### config.mk
export PLATFORM = sky130hd
export DESIGN_NAME = quh_host_port
export DESIGN_NICKNAME = d
export VERILOG_FILES = /design/src/logic/quh_pkg.sv /design/src/logic/quh_host_port.sv
export VERILOG_INCLUDE_DIRS = /design/src /design/src/logic
export SDC_FILE = /design/constraint.sdc
export NUM_CORES = 2
export LEC_CHECK = 0
export ABC_AREA = 1
export BUFFER_PORTS_ARGS = -buffer_cell sky130_fd_sc_hd__buf_2
export CELL_PAD_IN_SITES_DETAIL_PLACEMENT = 1
export CELL_PAD_IN_SITES_GLOBAL_PLACEMENT = 1
export CORE_MARGIN = 5
export CORE_UTILIZATION = 50
export CTS_CLUSTER_SIZE = 24
export DETAILED_ROUTE_END_ITERATION = 8
export PLACE_DENSITY_LB_ADDON = 0.1
export SYNTH_ARGS = -nofsm -noshare
export SYNTH_HDL_FRONTEND = slang
export SYNTH_SLANG_ARGS = --single-unit
### constraint.sdc
create_clock -name ref_clk -period 4.25 [get_ports ref_clk]
set_clock_uncertainty 0.2 [all_clocks]
set_input_delay 0.6375 -clock ref_clk [delete_from_list [all_inputs] [get_ports ref_clk]]
set_output_delay 0.6375 -clock ref_clk [all_outputs]
set_load 0.01 [all_outputs]
### src/logic/quh_map.svh
// register offsets, field positions, reset values and timing counts
`ifndef QUH_MAP_SVH
`define QUH_MAP_SVH
// ---------------------------------------------------------------
// register offsets within one channel
// ---------------------------------------------------------------
`define QUH_ADR_DATA   3'h0
`define QUH_ADR_IEN    3'h1
`define QUH_ADR_ISTAT  3'h2
`define QUH_ADR_LCTL   3'h3
`define QUH_ADR_MCTL   3'h4
`define QUH_ADR_LSTAT  3'h5
`define QUH_ADR_MSTAT  3'h6
`define QUH_ADR_SCR    3'h7
// ---------------------------------------------------------------
// field positions
// ---------------------------------------------------------------
`define QUH_FIFO_EN    0
`define QUH_FIFO_RXCLR 1
`define QUH_FIFO_TXCLR 2
`define QUH_FIFO_BLK   3
`define QUH_MODEM_IRQ  3
`define QUH_LINE_DLAB  7
`define QUH_IEN_RX     0
`define QUH_IEN_TX     1
// ---------------------------------------------------------------
// reset values, depths and trigger levels
// ---------------------------------------------------------------
`define QUH_REG_RST    8'h00
`define QUH_MSTAT_VAL  8'h00
`define QUH_FIFO_DEPTH 5'h10
`define QUH_TX_TRIG    5'h08
`define QUH_RX_TRIG0   5'h01
`define QUH_RX_TRIG1   5'h04
`define QUH_RX_TRIG2   5'h08
`define QUH_RX_TRIG3   5'h0e
// ---------------------------------------------------------------
// timing
// ---------------------------------------------------------------
`define QUH_CLK_NS     25
`define QUH_RST_MIN_NS 40
`define QUH_RST_CYC    ((`QUH_RST_MIN_NS + `QUH_CLK_NS - 1) / `QUH_CLK_NS)
`endif

### src/logic/quh_pkg.sv
// types shared by the host port design
package quh_pkg;
    typedef logic [7:0] quh_byte_type;
    typedef enum logic [0:0] {
        QUH_TX_IDLE  = 1'b0,
        QUH_TX_SHIFT = 1'b1
    } quh_tx_state_type;
endpackage : quh_pkg

### src/logic/quh_host_port.sv
// four-channel uart host port with channel select, registers, fifos and irq outputs
`timescale 1ns/1ps
`include "quh_map.svh"

module quh_host_port
    import quh_pkg::*;
(
    // clock and reset
    input  wire logic             ref_clk,
    input  wire logic             rst,
    input  wire logic             reset_pin,
    // mode straps
    input  wire logic             bus_mode,
    input  wire logic             irq_style_select,
    // strobe style bus
    input  wire logic             chan_a_sel_n,
    input  wire logic             chan_b_sel_n,
    input  wire logic             chan_c_sel_n,
    input  wire logic             chan_d_sel_n,
    input  wire logic             read_strobe_n,
    input  wire logic             write_strobe_n,
    // read/write line bus
    input  wire logic             single_sel_n,
    input  wire logic             rw_dir,
    input  wire logic             chan_addr_hi,
    input  wire logic             chan_addr_lo,
    // shared address and data
    input  wire logic [2:0]       reg_addr,
    input  wire logic [7:0]       data_in,
    output logic      [7:0]       data_out,
    output logic                  data_oe,
    // serial side
    input  wire logic [3:0]       rx_valid,
    input  wire logic [3:0][7:0]  rx_byte,
    output logic      [3:0]       tx_out,
    output logic      [3:0]       irq_out,
    output logic      [3:0]       irq_oe
);

    // ---------------------------------------------------------------
    // reset pin qualification
    // ---------------------------------------------------------------
    logic       pin_act;
    logic [1:0] rst_cnt;
    logic       res;

    // pin polarity follows bus mode
    assign pin_act = bus_mode ? reset_pin : ~reset_pin;

    // count samples the pin stays active, fire once the minimum is met
    always_ff @(posedge ref_clk) begin
        if (rst || !pin_act) begin
            rst_cnt <= 2'h0;
        end else if (rst_cnt != 2'(`QUH_RST_CYC)) begin
            rst_cnt <= rst_cnt + 2'h1;
        end
    end
    assign res = rst | (rst_cnt == 2'(`QUH_RST_CYC));

    // ---------------------------------------------------------------
    // channel select and access detection
    // ---------------------------------------------------------------
    logic [3:0] sel;
    logic       rd_lvl;
    logic       wr_lvl;
    logic       rd_q;
    logic       wr_q;
    logic       rd_go;
    logic       wr_go;

    // unconnected mode input pulls high, so strobe decode is the default
    always_comb begin
        if (bus_mode) begin
            // low selects pick their channels, all low picks all four
            sel = ~{chan_d_sel_n, chan_c_sel_n, chan_b_sel_n, chan_a_sel_n};
        end else if (single_sel_n) begin
            sel = 4'h0;
        end else begin
            sel = 4'h1 << {chan_addr_hi, chan_addr_lo};
        end
    end

    // access levels from strobes or direction line, no baud clock involved
    assign rd_lvl = (|sel) & (bus_mode ? ~read_strobe_n : rw_dir);
    assign wr_lvl = (|sel) & (bus_mode ? ~write_strobe_n : ~rw_dir);
    assign rd_go  = rd_lvl & ~rd_q;
    assign wr_go  = wr_lvl & ~wr_q;

    // previous access levels for start detection
    always_ff @(posedge ref_clk) begin
        if (res) begin
            rd_q <= 1'b0;
            wr_q <= 1'b0;
        end else begin
            rd_q <= rd_lvl;
            wr_q <= wr_lvl;
        end
    end

    // receive trigger level decode
    function automatic logic [4:0] rx_trig(input logic [1:0] lvl);
        unique case (lvl)
            2'h0: rx_trig = `QUH_RX_TRIG0;
            2'h1: rx_trig = `QUH_RX_TRIG1;
            2'h2: rx_trig = `QUH_RX_TRIG2;
            2'h3: rx_trig = `QUH_RX_TRIG3;
        endcase
    endfunction : rx_trig

    // ---------------------------------------------------------------
    // per-channel register set, fifos, baud and transmit engine
    // ---------------------------------------------------------------
    quh_byte_type ch_rdata [4];
    logic [3:0]   ch_irq;
    logic [3:0]   ch_oe;
    logic [3:0]   ch_txd;

    for (genvar g = 0; g < 4; g++) begin : ch
        quh_byte_type     irq_enable_reg, fifo_control_reg, line_control_reg;
        quh_byte_type     modem_control_reg, scratch_reg, divisor_low, divisor_high;
        quh_byte_type     rd, irq_status_reg, line_status_reg;
        quh_byte_type     txm [16];
        quh_byte_type     rxm [16];
        logic [3:0]       tx_wp, tx_rp, rx_wp, rx_rp, sub, nbit;
        logic [4:0]       tx_cnt, rx_cnt, cap;
        logic [15:0]      bcnt;
        logic [9:0]       sh;
        logic             wr_me, rd_me, dlab, fifo_on, tx_clr, rx_clr;
        logic             tx_push, tx_pop, rx_push, rx_pop, tick, bit_tick;
        logic             txd, ovr, tx_lvl, rx_lvl, rx_i, tx_i;
        quh_tx_state_type st;

        // only the channel selected in this cycle sees the access
        assign wr_me   = wr_go & sel[g];
        assign rd_me   = rd_go & sel[g];
        assign dlab    = line_control_reg[`QUH_LINE_DLAB];
        assign fifo_on = fifo_control_reg[`QUH_FIFO_EN];
        assign cap     = fifo_on ? `QUH_FIFO_DEPTH : 5'h01;
        assign tx_clr  = wr_me & (reg_addr == `QUH_ADR_ISTAT) & data_in[`QUH_FIFO_TXCLR];
        assign rx_clr  = wr_me & (reg_addr == `QUH_ADR_ISTAT) & data_in[`QUH_FIFO_RXCLR];
        assign tx_push = wr_me & (reg_addr == `QUH_ADR_DATA) & ~dlab & (tx_cnt < cap);
        assign tx_pop  = (st == QUH_TX_IDLE) & (tx_cnt != 5'h00);
        // receive input is ignored while reset is held
        assign rx_push = rx_valid[g] & ~res & (rx_cnt < cap);
        assign rx_pop  = rd_me & (reg_addr == `QUH_ADR_DATA) & ~dlab & (rx_cnt != 5'h00);

        // software registers of this channel
        always_ff @(posedge ref_clk) begin
            if (res) begin
                irq_enable_reg    <= `QUH_REG_RST;
                fifo_control_reg  <= `QUH_REG_RST;
                line_control_reg  <= `QUH_REG_RST;
                modem_control_reg <= `QUH_REG_RST;
                scratch_reg       <= `QUH_REG_RST;
                divisor_low       <= `QUH_REG_RST;
                divisor_high      <= `QUH_REG_RST;
            end else if (wr_me) begin
                unique case (reg_addr)
                    `QUH_ADR_DATA:  if (dlab) divisor_low <= data_in;
                    `QUH_ADR_IEN: begin
                        if (dlab) divisor_high <= data_in;
                        else irq_enable_reg <= data_in;
                    end
                    `QUH_ADR_ISTAT: fifo_control_reg <= data_in;
                    `QUH_ADR_LCTL:  line_control_reg <= data_in;
                    `QUH_ADR_MCTL:  modem_control_reg <= data_in;
                    `QUH_ADR_SCR:   scratch_reg <= data_in;
                    default:        ;
                endcase
            end
        end

        // transmit fifo
        always_ff @(posedge ref_clk) begin
            if (res || tx_clr) begin
                tx_wp  <= 4'h0;
                tx_rp  <= 4'h0;
                tx_cnt <= 5'h00;
            end else begin
                if (tx_push) begin
                    txm[tx_wp] <= data_in;
                    tx_wp      <= tx_wp + 4'h1;
                end
                if (tx_pop) begin
                    tx_rp <= tx_rp + 4'h1;
                end
                tx_cnt <= tx_cnt + {4'h0, tx_push} - {4'h0, tx_pop};
            end
        end

        // receive fifo and overrun flag, a new overrun wins over the line status read clear
        always_ff @(posedge ref_clk) begin
            if (res || rx_clr) begin
                rx_wp  <= 4'h0;
                rx_rp  <= 4'h0;
                rx_cnt <= 5'h00;
                ovr    <= 1'b0;
            end else begin
                if (rx_push) begin
                    rxm[rx_wp] <= rx_byte[g];
                    rx_wp      <= rx_wp + 4'h1;
                end
                if (rx_pop) begin
                    rx_rp <= rx_rp + 4'h1;
                end
                rx_cnt <= rx_cnt + {4'h0, rx_push} - {4'h0, rx_pop};
                if (rx_valid[g] && !rx_push) begin
                    ovr <= 1'b1;
                end else if (rd_me && reg_addr == `QUH_ADR_LSTAT) begin
                    ovr <= 1'b0;
                end
            end
        end

        // baud generator, one tick per divisor count, bit every 16 ticks
        always_ff @(posedge ref_clk) begin
            if (res || {divisor_high, divisor_low} == 16'h0000) begin
                bcnt <= 16'h0000;
                tick <= 1'b0;
            end else if (bcnt == {divisor_high, divisor_low} - 16'h0001) begin
                bcnt <= 16'h0000;
                tick <= 1'b1;
            end else begin
                bcnt <= bcnt + 16'h0001;
                tick <= 1'b0;
            end
        end
        always_ff @(posedge ref_clk) begin
            if (res) begin
                sub <= 4'h0;
            end else if (tick) begin
                sub <= sub + 4'h1;
            end
        end
        assign bit_tick = tick & (sub == 4'hf);

        // transmit engine, fixed 8n1 frame, line idles high
        always_ff @(posedge ref_clk) begin
            if (res) begin
                st   <= QUH_TX_IDLE;
                txd  <= 1'b1;
                sh   <= 10'h3ff;
                nbit <= 4'h0;
            end else begin
                unique case (st)
                    QUH_TX_IDLE: begin
                        if (tx_pop) begin
                            sh   <= {1'b1, txm[tx_rp], 1'b0};
                            nbit <= 4'h0;
                            st   <= QUH_TX_SHIFT;
                        end
                    end
                    QUH_TX_SHIFT: begin
                        if (bit_tick) begin
                            txd  <= sh[0];
                            sh   <= {1'b1, sh[9:1]};
                            nbit <= nbit + 4'h1;
                            if (nbit == 4'h9) st <= QUH_TX_IDLE;
                        end
                    end
                endcase
            end
        end

        // interrupt levels per fifo mode, block setting does not change them
        assign tx_lvl = fifo_on ? (tx_cnt < `QUH_TX_TRIG)
                                : (tx_cnt == 5'h00);
        assign rx_lvl = fifo_on ? (rx_cnt >= rx_trig(fifo_control_reg[7:6]))
                                : (rx_cnt != 5'h00);
        assign rx_i   = irq_enable_reg[`QUH_IEN_RX] & rx_lvl;
        assign tx_i   = irq_enable_reg[`QUH_IEN_TX] & tx_lvl;
        assign irq_status_reg  = {{2{fifo_on}}, 3'b000, rx_i, tx_i & ~rx_i, ~(rx_i | tx_i)};
        assign line_status_reg = {1'b0, (tx_cnt == 5'h00) & (st == QUH_TX_IDLE),
                                  tx_cnt == 5'h00, 3'b000, ovr, rx_cnt != 5'h00};

        // this channel's own read decode
        always_comb begin
            rd = `QUH_REG_RST;
            unique case (reg_addr)
                `QUH_ADR_DATA:  rd = dlab ? divisor_low : rxm[rx_rp];
                `QUH_ADR_IEN:   rd = dlab ? divisor_high : irq_enable_reg;
                `QUH_ADR_ISTAT: rd = irq_status_reg;
                `QUH_ADR_LCTL:  rd = line_control_reg;
                `QUH_ADR_MCTL:  rd = modem_control_reg;
                `QUH_ADR_LSTAT: rd = line_status_reg;
                `QUH_ADR_MSTAT: rd = `QUH_MSTAT_VAL;
                `QUH_ADR_SCR:   rd = scratch_reg;
            endcase
        end

        assign ch_rdata[g] = rd;
        assign ch_irq[g]   = rx_i | tx_i;
        // strobe mode with style input low lets modem bit 3 gate the driver
        assign ch_oe[g]    = ~bus_mode | irq_style_select
                             | modem_control_reg[`QUH_MODEM_IRQ];
        assign ch_txd[g]   = txd;
    end

    // ---------------------------------------------------------------
    // shared data bus and registered outputs
    // ---------------------------------------------------------------
    quh_byte_type rd_pick;

    // lowest selected channel answers, broadcast reads are not expected
    always_comb begin
        rd_pick = `QUH_REG_RST;
        for (int i = 3; i >= 0; i--) begin
            if (sel[i]) rd_pick = ch_rdata[i];
        end
    end

    // read data stand the cycle after the read starts, driven one cycle behind the read level
    always_ff @(posedge ref_clk) begin
        if (res) begin
            data_out <= `QUH_REG_RST;
            data_oe  <= 1'b0;
        end else begin
            if (rd_go) data_out <= rd_pick;
            data_oe <= rd_lvl;
        end
    end

    // serial and interrupt outputs
    always_ff @(posedge ref_clk) begin
        if (res) begin
            tx_out  <= 4'hf;
            irq_out <= 4'h0;
            irq_oe  <= 4'h0;
        end else begin
            tx_out  <= ch_txd;
            irq_out <= ch_irq;
            irq_oe  <= ch_oe;
        end
    end
endmodule : quh_host_port

Word level (Yosys, flattened, before mapping)

Memories as Yosys holds them, arrays and structs flattened. A register that Yosys moved wholly into a read port is not among the register bits.
Cells that the tools add are included.

Reduce and logical (&&, ||, !) cells: 92
Bitwise logic cells: 115
$lt $le $gt $ge: 16
Shifts and indexed selects: 1
Mux-type cells: 129
Equality and inequality tests: 41
Add/subtract/negate cells: 49

Operators with widths:

| operator                | count |
|---|---|
| $pmux W8 S8             | 4 |
| $mux W4                 | 26 |
| $add A4 B1 Y4 const B   | 24 |
| $mux W8                 | 12 |
| $and A1 B1 Y1           | 80 |
| $mux W10                | 8 |
| $pmux W10 S2            | 4 |
| $pmux W5 S4             | 4 |
| $add A16 B1 Y16 const B | 4 |
| $eq A16 B16 Y1          | 4 |
| $logic_not A16 Y1       | 4 |
| $sub A16 B1 Y16 const B | 4 |
| $mux W1                 | 59 |
| $reduce_and A2 Y1       | 24 |
| $add A5 B1 Y5           | 8 |
| $lt A5 B5 Y1            | 8 |
| $reduce_bool A5 Y1      | 8 |
| $sub A5 B1 Y5           | 8 |
| $reduce_and A3 Y1       | 12 |
| $eq A4 B4 Y1 const B    | 8 |
| $pmux W4 S2             | 4 |
| $not A1 Y1              | 24 |
| $ge A5 B5 Y1            | 4 |
| $logic_not A5 Y1        | 4 |
| 21 further kinds        | 94 |

RAM bits: 1024
Memories kept: 8
Bits in registers: 504
Word-level logic and storage cells: 542
Input port bits: 62

Memories:

| memory      | words | width | read ports | clocked after memory_dff | write ports | line                 | RTL |
|---|---|---|---|---|---|---|---|
| ch[0].rxm   | 16    | 8     | 1          | 1                        | 1           | quh_host_port.sv:123 | `quh_byte_type rxm [16];` |
| ch[0].txm   | 16    | 8     | 1          | 1                        | 1           | quh_host_port.sv:122 | `quh_byte_type txm [16];` |
| ch[1].rxm   | 16    | 8     | 1          | 1                        | 1           | quh_host_port.sv:123 |  |
| ch[1].txm   | 16    | 8     | 1          | 1                        | 1           | quh_host_port.sv:122 |  |
| ch[2].rxm   | 16    | 8     | 1          | 1                        | 1           | quh_host_port.sv:123 |  |
| ch[2].txm   | 16    | 8     | 1          | 1                        | 1           | quh_host_port.sv:122 |  |
| +2 memories | -     | -     | -          | -                        | -           | -                    |  |

Longest topological paths before layout

Depth in word-level cells: 13
Gate-level depth with buffers: 23
Gate-level depth less buffers: 22

Least setup slack after synthesis

Ideal clock, no wire load.

Path kind: input to register
From: in chan_addr_hi
To: reg ch[2].tx_cnt[4]
Cell stages on the path: 21
Arrival time: 3.208 ns
Data required time: 3.986 ns
Library setup time: 0.064 ns
Path buffers: 0
Setup slack: 0.778 ns
Cell sequence: inv_1 > nor2_1 > nand3_1 > o21ai_1 > inv_1 > nand3_4 > nand3_4 > nor2_2 > nand2_1 > nor2_4 > inv_2 > ha_1 > inv_1 > ha_1 > fa_1 > nand2_1 > a21oi_1 > nor2_1 > xor2_1 > inv_1 > nor2_1

Word-level cells in the longest chain between the ends: 12
Elaborated cells on any way between the ends: 15

Ends and longest elaborated chain:

| what                       | line                 | RTL |
|---|---|---|
| start, declared            | quh_host_port.sv:25  | `input wire logic chan_addr_hi,` |
| $shl A1 B2 Y4 *            | quh_host_port.sv:79  | `sel = 4'h1 << {chan_addr_hi, chan_addr_lo};` |
| $mux W4 *                  | quh_host_port.sv:76  | `end else if (single_sel_n) begin` |
| $mux W4 *                  | quh_host_port.sv:73  | `if (bus_mode) begin` |
| $reduce_or A4 Y1           | quh_host_port.sv:85  | `assign wr_lvl = (\|sel) & (bus_mode ? ~write_strobe_n : ~rw_dir);` |
| $and A1 B1 Y1              | quh_host_port.sv:85  |  |
| $and A1 B1 Y1              | quh_host_port.sv:87  | `assign wr_go = wr_lvl & ~wr_q;` |
| $and A1 B1 Y1 *            | quh_host_port.sv:134 | `assign wr_me = wr_go & sel[g];` |
| $and A1 B1 Y1 (3 in a row) | quh_host_port.sv:141 | `` assign tx_push = wr_me & (reg_addr == `QUH_ADR_DATA) & ~dlab & (tx_cnt < cap); `` |
| $add A5 B1 Y5              | quh_host_port.sv:187 | `tx_cnt <= tx_cnt + {4'h0, tx_push} - {4'h0, tx_pop};` |
| $sub A5 B1 Y5              | quh_host_port.sv:187 |  |
| end signal, assigned       | quh_host_port.sv:187 |  |
| end, declared              | quh_host_port.sv:125 | `logic [4:0] tx_cnt, rx_cnt, cap;` |

Every way passes the cells marked *; elsewhere a longest branch is shown, timed or not.
A chain may end at the register's enable or synchronous reset.

Worst setup path in the final report

From: reg rst_cnt[0]
To: mem ch[3].rxm[15][4] in the netlist's numbering, enable pin

Word-level cells in the longest chain between the ends: 8
Elaborated cells on any way between the ends: 9

Ends and longest elaborated chain:

| what                            | line                 | RTL |
|---|---|---|
| start, declared                 | quh_host_port.sv:44  | `logic [1:0] rst_cnt;` |
| start signal, assigned          | quh_host_port.sv:55  | `rst_cnt <= rst_cnt + 2'h1;` |
| $eq A2 B2 Y1 *                  | quh_host_port.sv:58  | `` assign res = rst \| (rst_cnt == 2'(`QUH_RST_CYC)); `` |
| $or A1 B1 Y1 *                  | quh_host_port.sv:58  |  |
| $not A1 Y1                      | quh_host_port.sv:144 | `assign rx_push = rx_valid[g] & ~res & (rx_cnt < cap);` |
| $and A1 B1 Y1 (2 in a row)      | quh_host_port.sv:144 |  |
| $mux W1                         | quh_host_port.sv:199 | `if (rx_push) begin` |
| $mux W1 *                       | quh_host_port.sv:193 | `if (res \|\| rx_clr) begin` |
| $mux W1 (implied by the code) * | quh_host_port.sv:200 | `rxm[rx_wp] <= rx_byte[g];` |
| end, declared                   | quh_host_port.sv:123 |  |

Marked as above.

==> impl_metrics.yaml <==
power_and_ir_drop:
  vdd_drop_max_uv: 640
  p_leak_uw: 0.0272
  power_density_nw_per_um2: 492
placement:
  port_buffers: 82
  gp_congestion: 0.851
  dp_hpwl_um: 129000
  place_ws_ns: 0.149
  dp.cells: 8376
run_status:
  status: "complete, no violations"
clocking:
  cts_root_buf: "clkbuf_16"
  cts_setup_buffers: 0
  h-tree-depth: 4
  clock-sinks: 1536
  clk_latency_ns: 0.80
  cts_tree: "built"
  cts_buffer_depth: 3
  clk_pin_slew_ns: 0.06
  cts_buffers: 162
finish:
  n_fill_cell: 14600
  reg.largest.list: "ch.rxm: 512 flops, ch.txm: 512 flops, ch.bcnt: 64 flops"
  finalNetCount: 7009
  drive_gt1_frac: 0.0927
  area_growth_pct: 12.5
  final_cell_mix: "edfxtp_1, nor2_1, nand2_1"
  fin_cells: 8691
  final_common_cell: "edfxtp_1"
logic_synthesis:
  synth-edff-count: 1024
  syn_area_sq_um: 67100
  syn_nets: 6866
  ys_types: 68
  yosysWarnings: 0
  synthArstFlopShare: 0
  post_synth.cell_area_avg_sq_um: 10.1
  ys_seq_area_frac: 0.611
  syn_inst: 6643
  ys.flop_type: "edfxtp_1"
  synth_seq_cells: 1536
floorplanning:
  die-width_um: 376
  ios: 83
  core_sq_um: 133000
  rows: 134
  dieArea_sq_um: 142000
  initial_core_util: 0.503
  fp.dieH_um: 376
routing:
  ant_nets: 0
  drc: 0
  drt_pass1_iterations: 6
  routedWlPerCell_um: 22.4
  via_per_inst: 5.75
  routed-via-count: 50000
  finalWirelength_um: 194000
  drtIter0Drc: 3487
critical_path:
  cp_slowest_stage_delay_ns: 1.00
  worstSetupPathType: "flop to flop"
  critical_path_arrival_ns: 3.89
  worstPathMaxFanout: 13
  startpoint_type: "flop"
  slowest_stage: "nor3_1"
  cp.required_ns: 4.46
  endpoint_kind: "flop"
  path_cells: "inv_1 > ha_1 > nor2_4 > inv_2 > nor3b_1 > nand2_1 > inv_1 > nand2_1 > nor3_1"
sta:
  slew_violations: 0
  slew_headroom: 0.204
  final.setup.tns_ns: 0
  setup_violations: 0
  hold_violations: 0
  worstMarginPinSlew_ns: 1.19
  rsz0062_at_grt: "false"
  max_freq_mhz: 272
  setup_slack_ns: 0.576
  fin_crit_ns: 3.67
  fin_crit_sh: 0.865
global_route:
  grt_pass1_vias: 52100
  grt_pass1_wl_um: 301000
  grt_usage: 0.271
  antenna_found_initial: 3
  gr-total-overflow: 0
  grt_max_degree: 122
hold_path:
  hold_path_class: "input pin to flop"
flow_run:
  cap_violations: 0
report_power, final:
part	switching (uW)	internal [uW]	total, uW
clock network	5970	8400	14400
registers	392	16400	16800
logic	4020	1970	5990
cells by family after synthesis:
| family | share of synthesized area |
|---|---|
| flip-flops | 0.611 |
| AO/OA/AOI/OAI | 0.110 |
| multiplexers | 0.0146 |
| XOR/XNOR | 0.0175 |
| adder cells (fa/ha/maj) | 0.0309 |
| buffers and inverters | 0.0492 |
| AND/OR/NAND/NOR | 0.167 |
layer usage:
| metal | global-route usage | vias up | part of all wire |
|---|---|---|---|
| met3 | 0.0360 | 322 | 0.047 |
| met5 | 0 | - | 0 |
| li1 | - | 23400 | - |
| met2 | 0.469 | 1235 | 0.49 |
| met1 | 0.354 | 25000 | 0.43 |
| met4 | 0.0893 | 0 | 0.032 |
worst paths after layout:
kind	slack [ns]	cells past startpoint	startpoint	to
setup / recovery	0.58	9	rst_cnt[0]	ch[3].rxm[15][4]
hold reg to reg	0.25	2	ch[3].irq_enable_reg[4]	ch[3].irq_enable_reg[4]
hold / removal	0.05	1	rx_byte[10]	ch[1].rxm[3][2]
setup reg to reg	0.58	9	rst_cnt[0]	ch[3].rxm[15][4]
Yosys cell counts (104+ instances only):
master	n	area (sq um)
nand2_1	912	3420
ha_1	153	1910
edfxtp_1	1024	30700
clkbuf_1	250	938
a21oi_1	358	1790
nand3_1	506	2530
o21ai_0	595	2980
inv_1	501	1880
dfxtp_1	512	10200
xor2_1	104	911
o221ai_1	110	963
nor2_1	931	3490
timing repair:
item | CTS | global route
gates resized for setup | 0 | 0
endpoints found under the hold margin | 104 | 0
hold buffers | 14 | 0
final cells by class:
type,count,area (sq um),area share
inverters,535,2020,0.0267
clock inverters,70,741,0.00982
repair buffers,285,2040,0.0270
multi-input cells,4266,22800,0.302
well taps,1768,2210,0.0293
flip-flops and latches,1536,41000,0.543
clock buffers,230,4660,0.0618
diodes,1,2.50,0.0000332
critical path: cells and delay by family (launching register included):
| kind | cells | cell delay (ns) |
|---|---|---|
| adders and majority gates | 1 | 0.26 |
| buffers and inverters | 3 | 0.56 |
| DFF | 1 | 0.34 |
| and+or+nand+nor | 5 | 1.90 |
stage by stage:
stage	util	area [sq um]	hold slack, ns	total power [uW]
after CTS	0.565	75500	0.00147	37400
final	0.565	75500	0.0453	37100
after global routing	0.565	75500	0.0268	38800
after floorplan	-	67100	0.200	21000
after detailed placement	0.524	69900	0.243	23000
after global placement	0.524	69900	0.233	22700
Note: power is estimated with default switching activity, not from simulation.
